### config.mk
export PLATFORM = sky130hd
export DESIGN_NAME = bvl_params
export DESIGN_NICKNAME = d
export VERILOG_FILES = /design/src/bvl_pkg.sv /design/src/bvl_hold_timer.sv /design/src/bvl_params.sv
export SDC_FILE = /design/constraint.sdc
export NUM_CORES = 1
export LEC_CHECK = 0
export BUFFER_PORTS_ARGS = -buffer_cell sky130_fd_sc_hd__buf_2
export CAP_MARGIN = 10
export CORE_ASPECT_RATIO = 0.5
export CORE_MARGIN = 1
export CORE_UTILIZATION = 50
export DETAILED_ROUTE_END_ITERATION = 12
export PLACE_DENSITY = 0.71
export SYNTH_ARGS = -nofsm -noshare
export SYNTH_HDL_FRONTEND = slang
export SYNTH_SLANG_ARGS = --single-unit
export TNS_END_PERCENT = 10
### constraint.sdc
create_clock -name clk_sys_i -period 2.2 [get_ports clk_sys_i]
set_clock_uncertainty 0.15 [all_clocks]
set_input_delay 0.66 -clock clk_sys_i [delete_from_list [all_inputs] [get_ports clk_sys_i]]
set_output_delay 0.66 -clock clk_sys_i [all_outputs]
set_load 0.005 [all_outputs]
### src/bvl_pkg.sv
package bvl_pkg;
	localparam logic [15:0] BVL_ADDR_BAL_HI = 16'h0112;
	localparam logic [15:0] BVL_ADDR_BAL_LO = 16'h0113;
	localparam logic [15:0] BVL_ADDR_VOL_HI = 16'h0114;
	localparam logic [15:0] BVL_ADDR_VOL_LO = 16'h0115;
	localparam logic [15:0] BVL_ADDR_LIM = 16'h0116;
	localparam logic [15:0] BVL_RST_COEF_HI = 16'h0080;
	localparam logic [15:0] BVL_RST_COEF_LO = 16'h0000;
	localparam logic [15:0] BVL_RST_LIM = 16'h0f00;
	localparam logic [15:0] BVL_MASK_COEF_HI = 16'h0fff;
	localparam logic [15:0] BVL_MASK_LIM = 16'h1fe0;
	localparam int BVL_COEF_W = 28;
	localparam int BVL_COEF_INT_BITS = 5;
	localparam int BVL_GAIN_LSB = 8;
	localparam int BVL_GAIN_MSB = 12;
	localparam int BVL_HOLD_LSB = 5;
	localparam int BVL_HOLD_MSB = 7;
	localparam logic [4:0] BVL_GAIN_0DB = 5'h0f;
	localparam int BVL_HOLD_STEP_MS = 10;
	localparam int BVL_CLK_MHZ = 100;
	localparam int BVL_STEP_CYCLES = BVL_HOLD_STEP_MS * 1000 * BVL_CLK_MHZ;
endpackage : bvl_pkg
### src/bvl_hold_timer.sv
`timescale 1ns/1ps
module bvl_hold_timer
	import bvl_pkg::*;
#(
	parameter int STEP_CYCLES = BVL_STEP_CYCLES
) (
	// clock and reset
	input wire logic clk_sys_i,
	input wire logic nrst_i,
	// limiter detector
	input wire logic over_thresh_i,
	input wire logic [2:0] hold_code_i,
	// gain state
	output logic attenuate_o
);
	if (STEP_CYCLES < 1) begin : g_bad_step
		$error("bvl_hold_timer: STEP_CYCLES must be at least 1");
	end

	logic [31:0] div_q;
	logic [31:0] div_d;
	logic [2:0] steps_q;
	logic [2:0] steps_d;
	logic over_q;
	logic holding_q;
	logic holding_d;
	wire fall = over_q && !over_thresh_i;
	wire step_tick = holding_q && (div_q == 32'(STEP_CYCLES - 1));

	// step divider runs only while holding
	always_comb begin
		div_d = div_q;
		steps_d = steps_q;
		holding_d = holding_q;
		if (over_thresh_i) begin
			holding_d = 1'b0;
			div_d = '0;
		end else if (fall) begin
			holding_d = (hold_code_i != 3'h0);
			steps_d = hold_code_i;
			div_d = '0;
		end else if (step_tick) begin
			div_d = '0;
			steps_d = steps_q - 3'h1;
			holding_d = (steps_q != 3'h1);
		end else if (holding_q) begin
			div_d = div_q + 32'h1;
		end
	end

	always_ff @(posedge clk_sys_i or negedge nrst_i) begin
		if (!nrst_i) begin
			div_q <= '0;
			steps_q <= '0;
			holding_q <= 1'b0;
			over_q <= 1'b0;
		end else begin
			div_q <= div_d;
			steps_q <= steps_d;
			holding_q <= holding_d;
			over_q <= over_thresh_i;
		end
	end

	// fall term bridges the cycle before holding_q rises
	assign attenuate_o = over_thresh_i || holding_q || (fall && hold_code_i != 3'h0);
endmodule : bvl_hold_timer

### src/bvl_params.sv
`timescale 1ns/1ps
module bvl_params
	import bvl_pkg::*;
#(
	parameter int STEP_CYCLES = BVL_STEP_CYCLES
) (
	// clock and reset
	input wire logic clk_sys_i,
	input wire logic nrst_i,
	// register access from control-bus byte engine
	input wire logic xfer_start_i,
	input wire logic [15:0] xfer_addr_i,
	input wire logic wr_byte_i,
	input wire logic [7:0] wr_data_i,
	input wire logic rd_byte_i,
	output logic [7:0] rd_data_o,
	// datapath side
	input wire logic sample_strobe_i,
	input wire logic over_thresh_i,
	output logic signed [27:0] balance_coef_o,
	output logic signed [27:0] volume_coef_o,
	output logic [4:0] post_gain_o,
	output logic limiter_attenuate_o
);
	if (BVL_COEF_W != 28 || BVL_COEF_INT_BITS != 5) begin : g_bad_format
		$error("bvl_params: bad coefficient format");
	end
	if (STEP_CYCLES < 1) begin : g_bad_step
		$error("bvl_params: STEP_CYCLES must be at least 1");
	end

	logic [15:0] ptr_q;
	logic byte_sel_q;
	logic [7:0] wr_hi_q;
	logic [15:0] bal_hi_q;
	logic [15:0] bal_lo_q;
	logic [15:0] vol_hi_q;
	logic [15:0] vol_lo_q;
	logic [15:0] lim_q;
	logic bal_hi_seen_q;
	logic vol_hi_seen_q;
	logic bal_pend_q;
	logic vol_pend_q;
	logic [27:0] bal_stage_q;
	logic [27:0] vol_stage_q;

	// register decode, a transfer start outranks any byte in its cycle
	wire [15:0] wr_word = {wr_hi_q, wr_data_i};
	wire byte_any = (wr_byte_i || rd_byte_i) && !xfer_start_i;
	wire reg_wr = wr_byte_i && byte_sel_q && !xfer_start_i;
	wire reg_done = byte_any && byte_sel_q;
	wire sel_bal_hi = (ptr_q == BVL_ADDR_BAL_HI);
	wire sel_bal_lo = (ptr_q == BVL_ADDR_BAL_LO);
	wire sel_vol_hi = (ptr_q == BVL_ADDR_VOL_HI);
	wire sel_vol_lo = (ptr_q == BVL_ADDR_VOL_LO);
	wire sel_lim = (ptr_q == BVL_ADDR_LIM);
	wire wr_bal_hi = reg_wr && sel_bal_hi;
	wire wr_bal_lo = reg_wr && sel_bal_lo;
	wire wr_vol_hi = reg_wr && sel_vol_hi;
	wire wr_vol_lo = reg_wr && sel_vol_lo;
	wire wr_lim = reg_wr && sel_lim;
	wire bal_commit = wr_bal_lo && bal_hi_seen_q;
	wire vol_commit = wr_vol_lo && vol_hi_seen_q;
	wire bal_pend_d = bal_pend_q || bal_commit;
	wire vol_pend_d = vol_pend_q || vol_commit;
	// whole pair captured at commit, so a later upper write cannot leak in
	wire [27:0] bal_pair = {bal_hi_q[11:0], wr_word};
	wire [27:0] vol_pair = {vol_hi_q[11:0], wr_word};
	wire [27:0] bal_stage_d = bal_commit ? bal_pair : bal_stage_q;
	wire [27:0] vol_stage_d = vol_commit ? vol_pair : vol_stage_q;
	wire [2:0] hold_code = lim_q[BVL_HOLD_MSB:BVL_HOLD_LSB];
	wire [15:0] rd_word =
		sel_bal_hi ? bal_hi_q :
		sel_bal_lo ? bal_lo_q :
		sel_vol_hi ? vol_hi_q :
		sel_vol_lo ? vol_lo_q :
		sel_lim ? lim_q : 16'h0000;
	wire [7:0] rd_byte = byte_sel_q ? rd_word[7:0] : rd_word[15:8];

	// address pointer and byte phase, msb first
	always_ff @(posedge clk_sys_i or negedge nrst_i) begin
		if (!nrst_i) begin
			ptr_q <= 16'h0000;
			byte_sel_q <= 1'b0;
		end else if (xfer_start_i) begin
			ptr_q <= xfer_addr_i;
			byte_sel_q <= 1'b0;
		end else if (byte_any) begin
			byte_sel_q <= !byte_sel_q;
			if (reg_done) begin
				ptr_q <= ptr_q + 16'h0001;
			end
		end
	end

	// upper write byte kept until the lower byte completes the word
	always_ff @(posedge clk_sys_i or negedge nrst_i) begin
		if (!nrst_i) begin
			wr_hi_q <= 8'h00;
		end else if (wr_byte_i && !byte_sel_q && !xfer_start_i) begin
			wr_hi_q <= wr_data_i;
		end
	end

	// read byte stands until the next read request
	always_ff @(posedge clk_sys_i or negedge nrst_i) begin
		if (!nrst_i) begin
			rd_data_o <= 8'h00;
		end else if (rd_byte_i && !xfer_start_i) begin
			rd_data_o <= rd_byte;
		end
	end

	// host-visible registers, reserved bits dropped on write
	always_ff @(posedge clk_sys_i or negedge nrst_i) begin
		if (!nrst_i) begin
			bal_hi_q <= BVL_RST_COEF_HI;
		end else if (wr_bal_hi) begin
			bal_hi_q <= wr_word & BVL_MASK_COEF_HI;
		end
	end

	always_ff @(posedge clk_sys_i or negedge nrst_i) begin
		if (!nrst_i) begin
			bal_lo_q <= BVL_RST_COEF_LO;
		end else if (wr_bal_lo) begin
			bal_lo_q <= wr_word;
		end
	end

	always_ff @(posedge clk_sys_i or negedge nrst_i) begin
		if (!nrst_i) begin
			vol_hi_q <= BVL_RST_COEF_HI;
		end else if (wr_vol_hi) begin
			vol_hi_q <= wr_word & BVL_MASK_COEF_HI;
		end
	end

	always_ff @(posedge clk_sys_i or negedge nrst_i) begin
		if (!nrst_i) begin
			vol_lo_q <= BVL_RST_COEF_LO;
		end else if (wr_vol_lo) begin
			vol_lo_q <= wr_word;
		end
	end

	always_ff @(posedge clk_sys_i or negedge nrst_i) begin
		if (!nrst_i) begin
			lim_q <= BVL_RST_LIM;
		end else if (wr_lim) begin
			lim_q <= wr_word & BVL_MASK_LIM;
		end
	end

	// pair tracking: upper half must precede lower within one transfer
	always_ff @(posedge clk_sys_i or negedge nrst_i) begin
		if (!nrst_i) begin
			bal_hi_seen_q <= 1'b0;
		end else if (xfer_start_i) begin
			bal_hi_seen_q <= 1'b0;
		end else if (reg_wr) begin
			bal_hi_seen_q <= sel_bal_hi;
		end
	end

	always_ff @(posedge clk_sys_i or negedge nrst_i) begin
		if (!nrst_i) begin
			vol_hi_seen_q <= 1'b0;
		end else if (xfer_start_i) begin
			vol_hi_seen_q <= 1'b0;
		end else if (reg_wr) begin
			vol_hi_seen_q <= sel_vol_hi;
		end
	end

	// staging keeps the last complete pair until it is applied
	always_ff @(posedge clk_sys_i or negedge nrst_i) begin
		if (!nrst_i) begin
			bal_stage_q <= {BVL_RST_COEF_HI[11:0], BVL_RST_COEF_LO};
			vol_stage_q <= {BVL_RST_COEF_HI[11:0], BVL_RST_COEF_LO};
		end else begin
			bal_stage_q <= bal_stage_d;
			vol_stage_q <= vol_stage_d;
		end
	end

	// apply at sample boundary, a commit in the same cycle goes out at once
	always_ff @(posedge clk_sys_i or negedge nrst_i) begin
		if (!nrst_i) begin
			bal_pend_q <= 1'b0;
			balance_coef_o <= 28'(signed'({BVL_RST_COEF_HI[11:0], BVL_RST_COEF_LO}));
		end else if (sample_strobe_i) begin
			bal_pend_q <= 1'b0;
			if (bal_pend_d) begin
				balance_coef_o <= signed'(bal_stage_d);
			end
		end else begin
			bal_pend_q <= bal_pend_d;
		end
	end

	always_ff @(posedge clk_sys_i or negedge nrst_i) begin
		if (!nrst_i) begin
			vol_pend_q <= 1'b0;
			volume_coef_o <= 28'(signed'({BVL_RST_COEF_HI[11:0], BVL_RST_COEF_LO}));
		end else if (sample_strobe_i) begin
			vol_pend_q <= 1'b0;
			if (vol_pend_d) begin
				volume_coef_o <= signed'(vol_stage_d);
			end
		end else begin
			vol_pend_q <= vol_pend_d;
		end
	end

	assign post_gain_o = lim_q[BVL_GAIN_MSB:BVL_GAIN_LSB];

	bvl_hold_timer #(
		.STEP_CYCLES(STEP_CYCLES)
	) u_hold (
		.clk_sys_i(clk_sys_i),
		.nrst_i(nrst_i),
		.over_thresh_i(over_thresh_i),
		.hold_code_i(hold_code),
		.attenuate_o(limiter_attenuate_o)
	);
endmodule : bvl_params

==> impl_metrics.toml, run 1 <==
[synth]
ys.flop_type = "dfrtp_1"
synth-edff-count = 0
synth_area_leader_cell = "dfrtp_1"
yosysMostFrequentCell = "dfrtp_1"
synthTopCellsByCount = "dfrtp_1, nand2_1, mux2_2"
synth_cell_type_count = 66
synth_nets = 1081
avgSynthCellArea_sq_um = 11.4
synth_area_sq_mm = 0.0119
ys_warn_count = 0
synth_top_area_share = 0.505
ys_ff_latch = 250
synth-seq-area-share = 0.527
ys_async_sr_fraction = 1.00
synthTopCellsByArea = "dfrtp_1, mux2_2, nand2_1"
syn_inst = 1043

[clock_network]
clkSinkCount = 250
cts_max_level = 1
clock_tree.root_cell = "clkbuf_16"
cts_tree = "yes"
cts_buffer_depth = 3
clk_pin_slew_ns = 0.07
clk_latency_ns = 0.52
numCtsBuffers = 24

[route]
drt-pass1-iter-count = 9
drc = 1
ant_nets = 0
vias_per_cell = 5.88
wl_per_cell_microns = 19.9
vias = 8939
finalWirelength_mm = 30.2
drt_iter0_drc = 770

[placement]
routabilityCongestion = 0.934
dp_slack_ns = -0.182
io_buffers = 100
hpwlAfterDp_mm = 20.1
placed_area_sq_mm = 0.0133

[floorplanning]
io_pins = 101
initial_core_util = 0.515
die_w_microns = 220
die-height_microns = 111
dieArea_sq_mm = 0.0244
rows = 39
core_area_sq_mm = 0.0231

[setup_path]
critPathRequiredTime_ns = 2.45
r2r_end = "balance_coef_o[3]"
startpoint_type = "register"
worstPathMaxFanout = 48
worst_setup_path_end_kind = "register"
critPathKind = "register to register"
rrSetupSlack_ns = -0.07
reg2reg_from = "ptr_q[1]"
critPathArrivalTime_ns = 2.53
r2r_cells = 7

[layout]
nets = 1232
drive_above_1_share = 0.370
nFillCells = 1816
stdcell_area_sq_mm = 0.0146
areaGrowthSynthToFinish_pct = 23.0
num_antenna_cells = 0
final_util = 0.634

[hold_path]
hp-class = "primary input to register"
hold_start = "xfer_addr_i[14]"
holdPathStages = 3
whs_endpoint = "ptr_q[14]"

[power_and_ir_drop]
leakagePower_nw = 7.02
total_power_mw = 9.99
power.density_mw_per_mm2 = 683
worst_ir_drop_vdd_mv = 0.558

[sta]
finalCriticalPeriod_ns = 2.27
rsz0062_at_grt = "yes"
hold_violations = 0
slew_viol_final = 0
hold_ws_ns = 0.190
post-route-period-util = 1.03
setup_viol = 33
worst_pin_slew_ns = 0.620
slew_headroom = 0.587
setup_ws_ns = -0.0723
fmax_ghz = 0.440

[run_status]
outcome = "finished with violations"
violations = "DRC, setup timing"

[global_routing]
gr-total-overflow = 0
grt_pass1_wl_mm = 47.6
grt_pass1_vias = 8761
antenna_found_initial = 0
track_usage = 0.246
grt_start_max_net_pins = 67

[job]
maxCapViolations = 0
[flip-flops by register name, indices dropped and copies added (netlist names), 8 cells and up]
name	flops
balance_coef_o	28
wr_hi_q	8
ptr_q	16
volume_coef_o	28
lim_q	8
bal_stage_q	28
u_hold.div_q	32
rd_data_o	8
vol_hi_q	12
vol_stage_q	28
bal_lo_q	16
vol_lo_q	16
bal_hi_q	12
[worst max path at each step]
stage                       from                  end  slack [ns]  cells past startpoint
global placement    xfer_start_i      vol_stage_q[10]       -0.14                      8
global route            ptr_q[0]    balance_coef_o[3]       -0.15                      7
finish                  ptr_q[1]    balance_coef_o[3]       -0.07                      7
detailed placement  xfer_start_i    volume_coef_o[15]       -0.18                      7
floorplan           xfer_start_i    volume_coef_o[10]       -0.08                      9
CTS                     lim_q[5]  limiter_attenuate_o       -0.05                      3
[worst max-delay path, cell delays in order (launching register included)]
cell,delay (ns)
dfrtp_1,0.39
ha_2,0.21
or3b_4,0.40
nor3_4,0.24
nand3_4,0.14
buf_12,0.22
o22ai_1,0.27
a2bb2oi_2,0.09
[layer usage]
metal / GRT usage / vias up / wire length [microns]
li1: - / 4089 / -
met3: 0.0365 / 39 / 1620
met2: 0.379 / 234 / 13800
met1: 0.372 / 4577 / 14300
met5: 0 / - / 0
met4: 0.0395 / 0 / 435
[layout make-up]
type	count	area, sq um	area share
clock buffers	34	658	0.0450
clock inverters	10	110	0.00753
inverters	11	47.5	0.00325
multi-input cells	698	5540	0.379
flip-flops and latches	250	6270	0.429
well taps	307	384	0.0263
repair buffers	209	1610	0.110
[stage by stage]
stage                     cells  setup TNS, ns
after floorplan            1043          -1.72
after global placement     1462          -5.81
after detailed placement   1462          -9.02
after CTS                  1510         -0.219
after global routing       1519          -4.89
final                      1519          -1.21
[power breakdown]
part / switching (mW) / leakage (nW) / internal (mW)
clock network: 1.83 / 0.369 / 2.25
logic: 0.506 / 3.30 / 0.460
registers: 0.207 / 3.35 / 4.73
total: 2.55 / 7.02 / 7.44
[logic make-up (layout without fill, tap and decap cells)]
logic type                 Yosys count  in the layout  synth area share
AOI/OAI and AO/OA                  180            180             0.126
buffers and inverters               95            264            0.0444
adders and majority gates            7              7           0.00736
DFF                                250            250             0.527
muxes                              101            101            0.0955
xor gates and xnor gates            41             41            0.0302
and+or+nand+nor                    369            369             0.170
[what timing repair did]
action	CTS	global route
hold buffers	1	0
pin swaps	10	32
setup endpoints to repair	62	192
buffers inserted	3	5
gates cloned	0	4
resized for setup	21	65
hold endpoints to repair	36	0
[cells in the final DEF (no fill, tap or decap), drive strengths merged, types with 24 or more instances in the layout]
master and count:
xnor2 24, o21ai 24, dfrtp 240, o22ai 28, nand2 140, o211a 28
nor3 30, nand4b 28, clkbuf 37, a2bb2oi 30, nor2 42, buf 205
nand3b 29, mux2 100
Note: power is estimated with default switching activity, not from simulation.
==> run 2: changes to the inputs <==
--- a/config.mk
+++ b/config.mk
@@ -12,6 +12,7 @@
 export CORE_UTILIZATION = 50
 export DETAILED_ROUTE_END_ITERATION = 12
 export PLACE_DENSITY = 0.71
+export RECOVER_POWER = 100
 export SYNTH_ARGS = -nofsm -noshare
 export SYNTH_HDL_FRONTEND = slang
 export SYNTH_SLANG_ARGS = --single-unit
==> run 2 against run 1 <==
Compared with the run above:
- the run still ends with DRC, setup timing left
- cell area fell by 0.42%
- clock-buffer cell count did not move
- routed wire length decreased by 0.28%
- clock power barely moved
- register-to-register slack is essentially flat
- utilization is 0.27 points lower
- maximum frequency shrank 0.22%
- largest cell class unchanged
==> impl_metrics.toml, run 2 (same netlist as run 1, synthesis figures left out) <==
[layout]
nets = 1232
stdcell_area_sq_mm = 0.0146
num_antenna_cells = 0
nFillCells = 1831
areaGrowthSynthToFinish_pct = 22.4
largest_reg_flops = 32
regMostFlops = "u_hold.div_q"
final_cell_count_no_fill = 1519
final_common_cell = "dfrtp_1"
final_cell_mix = "dfrtp_1, nand2_1, mux2_2"
drive_above_1_share = 0.366

[clock_network]
clkSinkCount = 250
clk_latency_ns = 0.52
clock_tree.root_cell = "clkbuf_16"
clk_pin_slew_ns = 0.07
cts_max_level = 1
cts_tree = "yes"
cts_buffer_depth = 3
numCtsBuffers = 24

[setup_path]
slowest_delay_ns = 0.41
worstPathMaxFanout = 7
critPathArrivalTime_ns = 2.58
rrSetupSlack_ns = -0.08
critPathTopFamily = "simple AND/OR/NAND/NOR gates"
reg2reg_from = "ptr_q[1]"
crit_buf_inv = 2
startpoint_type = "register"
critPathCapture = "balance_coef_o[1]"
r2r_cells = 8
worst_setup_path_end_kind = "register"
crit_path_start = "ptr_q[1]"
critPathRequiredTime_ns = 2.50
path_cells = "ha_2, or3b_4, nor3_4, buf_4, a31o_4, clkbuf_16, o22ai_2, a2bb2oi_2"
critPathKind = "register to register"
r2r_end = "balance_coef_o[1]"
crit_cells = 8
cp_slowest_cell = "or3b_4"

[hold_path]
hp-class = "primary input to register"

[sta]
worst_pin_slew_ns = 0.798
hold_ws_ns = 0.192
slew_headroom = 0.468
hold_violations = 0
setup_viol = 30
setup_ws_ns = -0.0772
fmax_ghz = 0.439
rsz0062_at_grt = "yes"
slew_viol_final = 0
post-route-period-util = 1.04
fin_setup_tns_ns = -1.21
finalCriticalPeriod_ns = 2.28

[global_routing]
grtUsageMet3 = 0.0365
grt_pass1_vias = 8761
grt_start_max_net_pins = 67
grt_pass1_wl_mm = 47.6
grt_util_met2 = 0.379
track_usage = 0.246
gr-total-overflow = 0
busiest_layer = "met2"
grtUsageMet1 = 0.372
antenna_found_initial = 0

[power_and_ir_drop]
power_frac_comb = 0.095
p_clk_frac = 0.408
p_sw_mw = 2.53
worst_ir_drop_vdd_mv = 0.557
switching_share = 0.254
power_frac_seq = 0.496
power.density_mw_per_mm2 = 684
leakagePower_nw = 6.98
p_int_mw = 7.43

[route]
drt-pass1-iter-count = 9
vias = 8893
finalWirelength_mm = 30.1
wl_per_cell_microns = 19.8
vias_per_cell = 5.85
ant_nets = 0
drt_iter0_drc = 738
drc = 1

[job]
maxCapViolations = 0

[run_status]
outcome = "finished with violations"
violations = "DRC, setup timing"

[placement]
dp_cells = 1462
hpwlAfterDp_mm = 20.1
io_buffers = 100
dp_slack_ns = -0.182
placed_area_sq_mm = 0.0133
routabilityCongestion = 0.934

[floorplanning]
io_pins = 101
initial_core_util = 0.515
rows = 39
dieArea_sq_mm = 0.0244
die-height_microns = 111
core_area_sq_mm = 0.0231
die_w_microns = 220
-- run 2: cell types whose count changed in the layout (fill, tap and decap cells not counted) --
cell / delta
buf_4: -6
clkbuf_1: +5
buf_12: -3
clkbuf_2: +2
clkbuf_4: +2
-- run 2: tightest hold or removal path, delay by kind of cell --
family	cells	cell delay, ns
compound gates	1	0.05
buf+inv	1	0.08
simple gates	1	0.04
-- run 2: power groups by stage --
stage	clock network, mW	registers (mW)	logic, mW
after CTS	4.13	4.93	0.903
after global placement	0	5.01	0.872
after detailed placement	0	5.01	0.887
final	4.07	4.94	0.950
after global routing	4.31	4.96	1.03
after floorplan	0	4.93	0.456
-- run 2: routing by layer --
metal | part of all wire | up-vias
met4 | 0.015 | 0
met5 | 0 | -
met3 | 0.051 | 39
met1 | 0.48 | 4535
li1 | - | 4087
met2 | 0.46 | 232
-- run 2: how the worst min path moves through the flow --
| stage | startpoint | endpoint | slack, ns | cells after the start |
|---|---|---|---|---|
| after CTS | xfer_addr_i[1] | ptr_q[1] | 0.19 | 3 |
| after global routing | xfer_addr_i[12] | ptr_q[12] | 0.20 | 3 |
| after global placement | vol_stage_q[19] | vol_stage_q[19] | 0.29 | 2 |
| after floorplan | nrst_i | bal_hi_q[0] | 0.21 | 0 |
| final | xfer_addr_i[1] | ptr_q[1] | 0.19 | 3 |
| after detailed placement | vol_stage_q[23] | vol_stage_q[23] | 0.29 | 2 |
-- run 2: final cells by class --
| type | count | area (sq um) | area share |
|---|---|---|---|
| flip-flops and latches | 250 | 6270 | 0.431 |
| multi-input cells | 698 | 5540 | 0.380 |
| repair buffers | 209 | 1550 | 0.107 |
| clock buffers | 34 | 658 | 0.0452 |
| well taps | 307 | 384 | 0.0264 |
| clock inverters | 10 | 110 | 0.00756 |
| inverters | 11 | 47.5 | 0.00327 |
-- run 2: timing repair --
item,4_1_cts,5_1_grt
pin swaps,10,32
buffers inserted,3,5
hold endpoints to repair,36,0
setup endpoints to repair,62,192
resized for setup,21,65
hold buffers,1,0
gates cloned,0,4
-- run 2: stage by stage --
stage | total power, mW | utilization
2_1_floorplan | 5.39 | -
3_3_place_gp | 5.88 | 0.575
3_5_place_dp | 5.90 | 0.575
4_1_cts | 9.96 | 0.613
5_1_grt | 10.3 | 0.631
6_report | 9.96 | 0.631
==> run 3: changes to the inputs <==
--- a/config.mk
+++ b/config.mk
@@ -12,8 +12,10 @@
 export CORE_UTILIZATION = 50
 export DETAILED_ROUTE_END_ITERATION = 12
 export PLACE_DENSITY = 0.71
-export RECOVER_POWER = 100
+export RECOVER_POWER = 50
+export REMOVE_ABC_BUFFERS = 1
 export SYNTH_ARGS = -nofsm -noshare
 export SYNTH_HDL_FRONTEND = slang
+export SYNTH_HIERARCHICAL = 1
 export SYNTH_SLANG_ARGS = --single-unit
 export TNS_END_PERCENT = 10
==> run 3 against run 2 <==
Compared with the run above:
- the flow finishes with violations (setup timing)
- worst setup slack lost 0.35 ns
- maximum frequency shrank 13%
- power shrank 1.9%
- cell area grew 0.50%
- synthesized area is essentially flat
- critical path type unchanged
- critical endpoint is now vol_stage_q[5]
==> impl_metrics.toml, run 3 <==
[run_status]
outcome = "finished with violations"
violations = "setup timing"

[synth]
synth-seq-area-share = 0.527
synth-edff-count = 0
synth_area_sq_mm = 0.0119
ys_warn_count = 6
synth_area_leader_cell = "dfrtp_1"
ys.flop_type = "dfrtp_1"
synthTopCellsByArea = "dfrtp_1, mux2_2, nand2_1"
avgSynthCellArea_sq_um = 11.0
synth_cell_type_count = 63
synthTopCellsByCount = "dfrtp_1, nand2_1, mux2_2"
ys_ff_latch = 250
yosysMostFrequentCell = "dfrtp_1"
syn_inst = 1081
synth_top_area_share = 0.505
ys_async_sr_fraction = 1.00

[route]
vias = 9463
finalWirelength_mm = 32.3
drc = 0
ant_nets = 0
drt-pass1-iter-count = 5
vias_per_cell = 6.00
wl_per_cell_microns = 20.5
drt_iter0_drc = 938

[clock_network]
clk_pin_slew_ns = 0.07
clk_latency_ns = 0.54
cts_max_level = 1
cts_buffer_depth = 3
clock_tree.root_cell = "clkbuf_16"
cts_tree = "yes"
numCtsBuffers = 23
clkSinkCount = 250

[floorplanning]
dieArea_sq_mm = 0.0245
initial_core_util = 0.516
die_w_microns = 220
core_area_sq_mm = 0.0231
die-height_microns = 111
rows = 39
io_pins = 101

[sta]
hold_ws_ns = 0.170
setup_viol = 163
slew_viol_final = 0
fin_setup_tns_ns = -34.65
worst_pin_slew_ns = 1.05
setup_ws_ns = -0.428
fmax_ghz = 0.380
post-route-period-util = 1.19
hold_violations = 0
rsz0062_at_grt = "yes"
slew_headroom = 0.297
finalCriticalPeriod_ns = 2.63

[global_routing]
busiest_layer = "met2"
track_usage = 0.266
grt_pass1_vias = 9536
grtUsageMet3 = 0.0579
gr-total-overflow = 0
grt_util_met2 = 0.410
grt_pass1_wl_mm = 51.4
antenna_found_initial = 0
grtUsageMet1 = 0.379
grt_start_max_net_pins = 66

[setup_path]
worstPathMaxFanout = 15
critPathTopFamily = "simple AND/OR/NAND/NOR gates"
crit_top_cell = "or4_4"
worst_setup_path_end_kind = "register"
critPathKind = "register to register"
crit_buf_inv = 2
critPathArrivalTime_ns = 2.91
path_cells = "or4_4, or4_4, nor3_4, buf_4, buf_12, mux2_2"
cp_slowest_cell = "or4_4"
critPathRequiredTime_ns = 2.48
startpoint_type = "register"
slowest_delay_ns = 0.58

[power_and_ir_drop]
power_frac_comb = 0.076
p_clk_frac = 0.431
leakagePower_nw = 7.46
power_frac_seq = 0.493
p_sw_mw = 2.43
p_int_mw = 7.34
power.density_mw_per_mm2 = 668
worst_ir_drop_vdd_mv = 0.495
switching_share = 0.249

[placement]
routabilityCongestion = 0.894
hpwlAfterDp_mm = 21.7
io_buffers = 100

[layout]
nFillCells = 1796
regMostFlops = "u_hold/div_q"
num_antenna_cells = 0
areaGrowthSynthToFinish_pct = 22.9
nets = 1291
final_common_cell = "dfrtp_1"
drive_above_1_share = 0.346
final_cell_mix = "dfrtp_1, nand2_1, buf_4"
largest_reg_flops = 32

[hold_path]
hp-class = "primary input to register"

[job]
maxCapViolations = 0
## run 3: cell count changes after synthesis, moves of 13 or more
cell and delta:
o21ai_0 +14, nand4b_1 -28, xnor2_1 -19, nor3_1 -15, a21oi_1 +15, o31ai_1 +15
clkbuf_1 +19, o211a_1 -28, a211o_1 +24, and3_1 +49, nand4_1 +16, mux2_2 -13
mux2_1 +13, nand3b_1 -29
## run 3: power groups by stage
stage               logic [mW]  registers, mW  clock network (mW)
floorplan                0.254           4.85                   0
global placement         0.678           4.88                   0
detailed placement       0.702           4.89                   0
CTS                      0.727           4.81                4.27
global route             0.811           4.82                4.46
finish                   0.744           4.82                4.21
## run 3: worst paths after layout
| path | cells past startpoint | end | slack, ns | startpoint |
|---|---|---|---|---|
| worst min-delay path | 3 | ptr_q[8] | 0.17 | xfer_addr_i[8] |
| worst max register to register | 6 | vol_stage_q[5] | -0.43 | ptr_q[13] |
| worst min register to register | 2 | bal_stage_q[24] | 0.31 | bal_stage_q[24] |
| worst max-delay path | 6 | vol_stage_q[5] | -0.43 | ptr_q[13] |
| max in group asynchronous | 3 | u_hold/div_q[26] | 0.09 | nrst_i |
| min in group asynchronous | 2 | balance_coef_o[16] | 0.73 | nrst_i |
## run 3: area by class of cell
cell class / count / area, sq um / share of cell area
timing repair buffer: 233 / 1760 / 0.120
inverter: 10 / 37.5 / 0.00256
multi-input combinational: 735 / 5390 / 0.368
sequential: 250 / 6270 / 0.429
clock buffer: 30 / 662 / 0.0452
clock inverter: 12 / 128 / 0.00872
tap: 307 / 384 / 0.0262
## run 3: tightest hold or removal path: cells and delay by family
family	cells	cell delay [ns]
compound gates	1	0.06
buf+inv	1	0.07
simple gates	1	0.04
## run 3: metal layers
metal / vias up / wire, microns
li1: 4301 / -
met1: 4819 / 14500
met2: 282 / 15000
met3: 61 / 2030
met4: 0 / 824
met5: - / 0
## run 3: timing repair
item	4_1_cts	5_1_grt
hold buffers	1	0
gates cloned	0	3
endpoints found under the setup margin	188	196
setup buffers	0	4
pin swaps	11	9
gates resized for setup	31	28
hold endpoints to repair	30	0
## run 3: metrics by stage
step                      instances   util  setup slack [ns]  total power [mW]  cell area (sq um)
after floorplan                 995      -             -2.69              5.10              11500
after global placement         1527  0.585            -0.332              5.56              13500
after detailed placement       1527  0.585            -0.381              5.59              13500
after CTS                      1570  0.626            -0.397              9.80              14400
after global routing           1577  0.634            -0.453              10.1              14600
final                          1577  0.634            -0.428              9.77              14600
## run 3: logic make-up after synthesis
group,synth area share
AND/OR/NAND/NOR,0.172
buffers and inverters,0.0383
adder cells (fa/ha/maj),0.00736
flip-flops,0.527
multiplexers,0.0946
AO/OA/AOI/OAI,0.146
XOR/XNOR,0.0155
